**src/design/pief_pkg.sv**
```systemverilog
// Package: offsets, field positions and reset values of the peripheral irq block
package pief_pkg;
  // Register byte addresses
  localparam logic [7:0] PIEF_FLAGS_OFF = 8'h0C;
  localparam logic [7:0] PIEF_ENABLES_OFF = 8'h8C;
  localparam logic [7:0] PIEF_CORE_CTRL_OFF = 8'h10;
  // Flag and enable bit positions
  localparam int PIEF_BIT_PARALLEL = 7;
  localparam int PIEF_BIT_CONVERTER = 6;
  localparam int PIEF_BIT_RX = 5;
  localparam int PIEF_BIT_TX = 4;
  localparam int PIEF_BIT_SYNC = 3;
  localparam int PIEF_BIT_CAPCMP = 2;
  localparam int PIEF_BIT_TMR2 = 1;
  localparam int PIEF_BIT_TMR1 = 0;
  // Core control bit positions
  localparam int PIEF_BIT_GLOBAL_EN = 7;
  localparam int PIEF_BIT_PERIPH_EN = 6;
  // Reset values
  localparam logic [7:0] PIEF_FLAGS_RST = 8'h00;
  localparam logic [7:0] PIEF_ENABLES_RST = 8'h00;
  localparam logic [7:0] PIEF_CTRL_RST = 8'h00;
  // Flags that follow buffer state and ignore writes
  localparam logic [7:0] PIEF_LEVEL_MASK = 8'h30;
  // AHB encodings
  localparam logic [1:0] PIEF_HTRANS_NONSEQ = 2'h2;
  localparam logic [1:0] PIEF_HTRANS_SEQ = 2'h3;

  // Peripheral event inputs grouped
  typedef struct packed {
    logic [7:0] pulse; // One-cycle events, rx/tx positions unused
    logic rx_full;     // Receive buffer holds data
    logic tx_empty;    // Transmit buffer is empty
  } pief_events_t;
endpackage

```
**src/design/pief_irq.sv**
```systemverilog
// Peripheral interrupt enable and flag logic with AHB-Lite register access
// What this block does
// - Enable register at 0x8C, read/write, eight enables, zero at reset.
// - A set enable bit lets its source request, a clear bit blocks it.
// - No peripheral interrupt leaves while the master enable is clear.
// - Flag register at 0x0C, same order, bits 5 and 4 read-only.
// - An event sets its flag whatever its enable and the global enable.
// - Receive and transmit flags follow buffer state, not writes.
// - Event flags stay set until software writes them to zero.
`timescale 1ns/1ps
`default_nettype none
module pief_irq
  import pief_pkg::*;
(
  input wire logic hclk,
  input wire logic hresetn,
  input wire logic hsel,
  input wire logic [31:0] haddr,
  input wire logic [1:0] htrans,
  input wire logic hwrite,
  input wire logic [2:0] hsize,
  input wire logic [31:0] hwdata,
  input wire logic hready,
  output logic [31:0] hrdata,
  output logic hreadyout,
  output logic hresp,
  input wire pief_events_t events,
  output logic irq
);

  ////////////////////////////////////////////////////////////////////////////
  // Address phase capture
  logic wr_pend_reg, wr_pend_next;
  logic [7:0] wr_addr_reg, wr_addr_next;
  logic [31:0] hrdata_reg, hrdata_next;
  logic [7:0] flags_reg, flags_next;
  logic [7:0] enables_reg, enables_next;
  logic [7:0] ctrl_reg, ctrl_next;
  logic irq_reg, irq_next;
  logic access;
  logic [7:0] wbyte;
  logic [7:0] ev_set;

  assign access = hsel && hready && htrans[1];
  assign wbyte = hwdata[7:0];

  // Sticky events; rx/tx positions come from buffer levels instead
  assign ev_set = events.pulse & ~PIEF_LEVEL_MASK;

  // Address decode and read data; reads answer with zero wait states
  always_comb begin
    wr_pend_next = access && hwrite;
    wr_addr_next = access ? haddr[7:0] : wr_addr_reg;
    hrdata_next = hrdata_reg;
    if (access && !hwrite) begin
      unique case (haddr[7:0])
        PIEF_FLAGS_OFF: hrdata_next = {24'h00_0000, flags_reg};
        PIEF_ENABLES_OFF: hrdata_next = {24'h00_0000, enables_reg};
        PIEF_CORE_CTRL_OFF: hrdata_next = {24'h00_0000, ctrl_reg};
        default: hrdata_next = 32'h0000_0000; // Unmapped reads as zero
      endcase
    end
  end

  ////////////////////////////////////////////////////////////////////////////
  // Register next values
  always_comb begin
    flags_next = flags_reg;
    enables_next = enables_reg;
    ctrl_next = ctrl_reg;
    if (wr_pend_reg) begin
      unique case (wr_addr_reg)
        PIEF_FLAGS_OFF: flags_next = wbyte;
        PIEF_ENABLES_OFF: enables_next = wbyte;
        PIEF_CORE_CTRL_OFF: ctrl_next = wbyte;
        default: ;
      endcase
    end
    // Set wins over a clearing write so no event is lost
    flags_next = flags_next | ev_set;
    // Buffer-state flags overwrite whatever was written
    flags_next[PIEF_BIT_RX] = events.rx_full;
    flags_next[PIEF_BIT_TX] = events.tx_empty;
  end

  // Request uses registered state; one cycle after flag or enable change
  always_comb begin
    irq_next = (|(flags_reg & enables_reg))
      && ctrl_reg[PIEF_BIT_PERIPH_EN]
      && ctrl_reg[PIEF_BIT_GLOBAL_EN];
  end

  ////////////////////////////////////////////////////////////////////////////
  // State registers
  always_ff @(posedge hclk or negedge hresetn) begin
    if (!hresetn) begin
      wr_pend_reg <= 1'b0;
      wr_addr_reg <= 8'h00;
      hrdata_reg <= 32'h0000_0000;
      flags_reg <= PIEF_FLAGS_RST;
      enables_reg <= PIEF_ENABLES_RST;
      ctrl_reg <= PIEF_CTRL_RST;
      irq_reg <= 1'b0;
    end else begin
      wr_pend_reg <= wr_pend_next;
      wr_addr_reg <= wr_addr_next;
      hrdata_reg <= hrdata_next;
      flags_reg <= flags_next;
      enables_reg <= enables_next;
      ctrl_reg <= ctrl_next;
      irq_reg <= irq_next;
    end
  end

  // Never stalls and never errors, so both are constant flops
  always_ff @(posedge hclk or negedge hresetn) begin
    if (!hresetn) begin
      hreadyout <= 1'b1;
      hresp <= 1'b0;
    end else begin
      hreadyout <= 1'b1;
      hresp <= 1'b0;
    end
  end

  assign hrdata = hrdata_reg;
  assign irq = irq_reg;

  // One event check per sticky lane; rx and tx lanes follow levels
  for (genvar i = 0; i < 8; i++) begin : g_lane
    if (!PIEF_LEVEL_MASK[i]) begin : g_sticky

    end
  end
endmodule // pief_irq
`default_nettype wire

```
**config.mk**
```make
export PLATFORM = sky130hd
export DESIGN_NAME = pief_irq
export DESIGN_NICKNAME = d
export VERILOG_FILES = /design/src/design/pief_pkg.sv /design/src/design/pief_irq.sv
export SDC_FILE = /design/constraint.sdc
export NUM_CORES = 1
export LEC_CHECK = 0
export ABC_CLOCK_PERIOD_IN_PS = 1700
export BUFFER_PORTS_ARGS = -buffer_cell sky130_fd_sc_hd__buf_4
export CORE_MARGIN = 2
export CORE_UTILIZATION = 41
export CTS_BUF_LIST = sky130_fd_sc_hd__clkbuf_4
export CTS_CLUSTER_DIAMETER = 200
export DETAILED_ROUTE_END_ITERATION = 6
export GPL_TIMING_DRIVEN = 0
export PLACE_DENSITY = 0.76
export SYNTH_ARGS = -nofsm -noshare
export SYNTH_HDL_FRONTEND = slang
export SYNTH_SLANG_ARGS = --single-unit
```
**constraint.sdc**
```tcl
create_clock -name hclk -period 1.7 [get_ports hclk]
set_input_delay 0.17 -clock hclk [delete_from_list [all_inputs] [get_ports hclk]]
set_output_delay 0.17 -clock hclk [all_outputs]
set_load 0.02 [all_outputs]
```
---- Yosys cells after proc, flatten, opt, wreduce, memory -nomap -nowiden ----
Index checks and enable logic that the tools add are counted.
cells by class
  equality and inequality tests ........... 6
  mux-type cells .......................... 3
  bitwise gates (word level) .............. 2
  reductions and logical operators ........ 10
operators by type and width
  kind                                            count
  case mux 8 bit (3 select lines)                 1
  == test 8 x 4 -> 1 bit (second input constant)  2
  == test 8 x 5 -> 1 bit (second input constant)  2
  == test 8 bit (second input constant)           2
  two-way mux 8 bit                               2
  bitwise AND 8 bit                               1
  bitwise OR 8 bit                                1
  OR reduction 8 bit                              1
  logical AND 1 bit                               6
  AND reduction 2 bit                             2
  logical NOT 1 bit                               1
storage, ports and cells
  bits in registers ....................... 66
  output and inout bits ................... 35
  input bits .............................. 84
  word-level logic and storage cells ...... 28

---- Logic depth before layout (Yosys ltp) ----
  word-level depth ........................ 4
  gate-level depth with buffers ........... 5
  gate-level depth less buffers ........... 4

---- Least setup slack after synthesis ----
No wires, ideal clock.
  path type ............................... reg2reg
  from .................................... register wr_addr_reg[1]
  to ...................................... register enables_reg[0]
  setup time .............................. 125 ps
  period minus slack after synthesis ...... 1,726 ps
  stages on the path, launching flop included .. 4
  path slack .............................. -26 ps
  path buffers ............................ 0
  required time ........................... 1,575 ps
  data arrival time ....................... 1,601 ps
  cells stage by stage .................... dfrtp_1 > or3_4 > nor4_4 > mux2_2
on the way
  longest elaborated chain between the ends .. 2
ends and longest elaborated chain
  element                        line             RTL
  start: declaration             pief_irq.sv:34   logic [7:0] wr_addr_reg, wr_addr_next;
  start signal: assignment       pief_irq.sv:106  wr_addr_reg <= wr_addr_next;
  == test 8 bit                  pief_irq.sv:72   unique case (wr_addr_reg)
  AND reduction 2 bit (no line)  -
  end signal: assignment         pief_irq.sv:109  enables_reg <= enables_next;
  end: declaration               pief_irq.sv:37   logic [7:0] enables_reg, enables_next;
No other way between the ends.
A chain may end at the register's enable or synchronous reset.

---- Worst setup path in the final report ----
  from .................................... register wr_addr_reg[6]
  to ...................................... register ctrl_reg[1]
on the way
  longest elaborated chain between the ends .. 2
ends and longest elaborated chain
  element                        line             RTL
  == test 8 x 5 -> 1 bit         pief_irq.sv:72
  AND reduction 2 bit (no line)  -
  end signal: assignment         pief_irq.sv:110  ctrl_reg <= ctrl_next;
  end: declaration               pief_irq.sv:38   logic [7:0] ctrl_reg, ctrl_next;
No other way between the ends.

==> run summary <==
number of DRC markers in iteration 0: 63
Die X: 76.0 µm
Worst-path clk slew: 0.12 ns
Layout area overhead: 31.6%
number of synthesized register bits: 42
drt total wl: 4.23 mm
area of the multi-input gates: 955 µm²
largest net degree at the start of global routing: 43
Switch Pwr: 0.508 mW
register area: 1050 µm²
internal power: 1.41 mW
row count: 26
Mapped Avg Cell Area: 11.9 µm²
Leak: 1.34 nW
CTS tree: built
I/O Pins: 119
RSZ-0062 raised after global routing: yes
Critical Path Start Type: register
H-tree Lvls: 2
Post-Syn Instances: 178
worst r2r src: wr_addr_reg[6]
DRT Pass-1 Iters: 4
kind of critical path: register to register
DR WL/cell: 12.7 µm
DRC errors left: 0
peak supply drop: 0.590 mV
fin worst setup slack: -0.0727 ns
HP Class: input pin to register
antenna violations before repair: 0
post-synthesis cell type count: 32
failing checks: setup timing
Max-Cap Viols: 0
root buf cell: clkbuf_4
largest family of logic cells by synthesized area: multiplexers
GP Congestion: 0.828
required time of the critical path: 1.94 ns
IO Port Bufs: 38
Post-Synth Simple-Gate Area: 0.125
grt ovf: 0
post-synthesis mux area share: 0.170
clk sink count: 42
Initial Util: 0.421
# setup viols final: 14
Synth Warn #: 0
maximum clock frequency: 564 MHz
Crit. End Element: register
Final period util: 1.04
final std cells w/o fill: 332
TritonCTS Buffers: 5
latest clock arrival within the worst-skew pair: 0.35 ns
die height: 76.0 µm
Synth Area in Compound Gates: 0.0966
post-layout power: 1.92 mW
clock skew: 0.00689 ns
Tot GR Track Use: 0.158
Placed Cells: 310
Slew HR: 0.576
Sw Ratio: 0.265
total power per unit cell area: 685 nW/µm²
core footprint: 5040 µm²
worst-margin pin slew: 0.634 ns
diode count: 0
Worst Min Path Start: events[5]
worst-path fanout max: 8
sequential element share of the synthesized area: 0.495
CTS max path bufs: 2
ANT nets after route: 0
FF-to-FF path depth: 4
Sequential Power Share: 0.575
Avg Vias per Cell: 4.63
vias in the first global route: 1523
Detail Placement HPWL: 3.00 mm
Post-Syn Area: 2120 µm²
first-pass GRT wire length: 7.22 mm
Crit path arrival time: 2.01 ns
fillers: 441
die area: 5770 µm²
vias post-DR: 1537
hold depth: 2
Logic pwr share: 0.174
Clock power frac: 0.251
Crit. Startpoint: wr_addr_reg[6]
Post-layout nets: 345
Post-Synth Adder-Cell Area: 0
min Tclk post-route: 1.77 ns
Hold Vio Cnt, Final: 0
share of layout cells above drive strength 1: 0.420
Final Max Tran Viols: 0
status: finished, violations left
xor and xnor area share after synthesis: 0
## path summary, 6_finish.rpt
check	to	slack, ns
setup / recovery	ctrl_reg[1]	-0.07
hold / removal	flags_reg[3]	0.01
setup reg to reg	ctrl_reg[1]	-0.07
hold reg to reg	hrdata[0]	0.50
max in group asynchronous	flags_reg[7]	1.02
min in group asynchronous	wr_addr_reg[1]	0.33
## worst max-delay path: stages (launching register included)
cell	delay (ns)
dfrtp_1	0.41
or3b_4	0.42
or3_1	0.36
buf_6	0.17
mux2_4	0.30
## stage by stage
stage           util  instance area (µm²)  setup TNS [ns]  worst slack [ns]  hold slack (ns)
2_1_floorplan      -                 2220               0           0.00919           -0.126
3_3_place_gp   0.514                 2590           -2.61            -0.151            0.185
3_5_place_dp   0.514                 2590           -3.04            -0.181            0.183
4_1_cts        0.553                 2790          -0.594           -0.0685          0.00177
5_1_grt        0.555                 2800           -1.13            -0.107           0.0121
6_report       0.555                 2800          -0.625           -0.0727           0.0112
## cell families after synthesis
group | Yosys count
other | 2
muxes | 30
DFF | 42
AOI/OAI and AO/OA | 30
and+or+nand+nor | 41
buffers and inverters | 33
## cell type report
class,instances,area share
tap,70,0.0313
sequential,42,0.376
clock inverter,2,0.00313
inverter,1,0.00134
timing repair buffer,52,0.147
buffer,32,0.0837
clock buffer,6,0.0161
multi-input combinational,127,0.341
## power by group through the flow
stage                     combinational [mW]  sequential, mW  clock [mW]
final                                  0.334            1.10       0.480
after global routing                   0.363            1.11       0.525
after CTS                              0.333            1.10       0.491
after detailed placement               0.313            1.12           0
after global placement                 0.308            1.12           0
after floorplan                        0.214            1.11           0
## metal layers
layer / vias up / share of wire / wire length, µm / global-route usage
met5: - / 0 / 0 / 0
met4: 0 / 0.019 / 80 / 0.0618
met3: 10 / 0.062 / 264 / 0.0284
met2: 56 / 0.49 / 2090 / 0.272
met1: 722 / 0.42 / 1790 / 0.197
li1: 749 / - / - / -
## what timing repair did
action,in CTS,in global routing
hold endpoints to repair,47,1
cloned,0,0
gates resized for setup,8,0
endpoints found under the setup margin,20,22
pin swaps,9,2
hold buffers,6,1
setup buffers,7,1
## cell usage in the layout, fill, tap and decap left out, types with 7 or more instances in the layout
cell and instances:
buf_4 70, dfrtp_1 42, conb_1 26, mux2_4 14, nand2_1 12, mux2_2 10, o21ai_1 8, nor2b_1 7
a211o_1 7, dlygate4sd3_1 7
## cells in the mapped netlist (all sizes together)
master / n / share of area
nor4b: 1 / 0.0071
clkbuf: 3 / 0.0053
inv: 1 / 0.0018
or3b: 1 / 0.0041
nor3: 6 / 0.014
nand3b: 1 / 0.0035
a32oi: 2 / 0.0082
mux2i: 6 / 0.028
nand2: 12 / 0.021
mux2: 24 / 0.14
conb: 2 / 0.0035
a41oi: 1 / 0.0041
a22o: 2 / 0.0082
or3: 3 / 0.011
nand2b: 1 / 0.0029
nor3b: 1 / 0.0035
or4bb: 1 / 0.0053
nor4: 2 / 0.020
nor2: 3 / 0.0053
nor2b: 7 / 0.021
o21ai: 8 / 0.019
a21oi: 6 / 0.014
a211o: 7 / 0.029
dfrtp: 42 / 0.49
nand3: 1 / 0.0024
buf: 29 / 0.10
a22oi: 4 / 0.014
and3b: 1 / 0.0041
No activity file was read; power rests on OpenSTA's default activity.
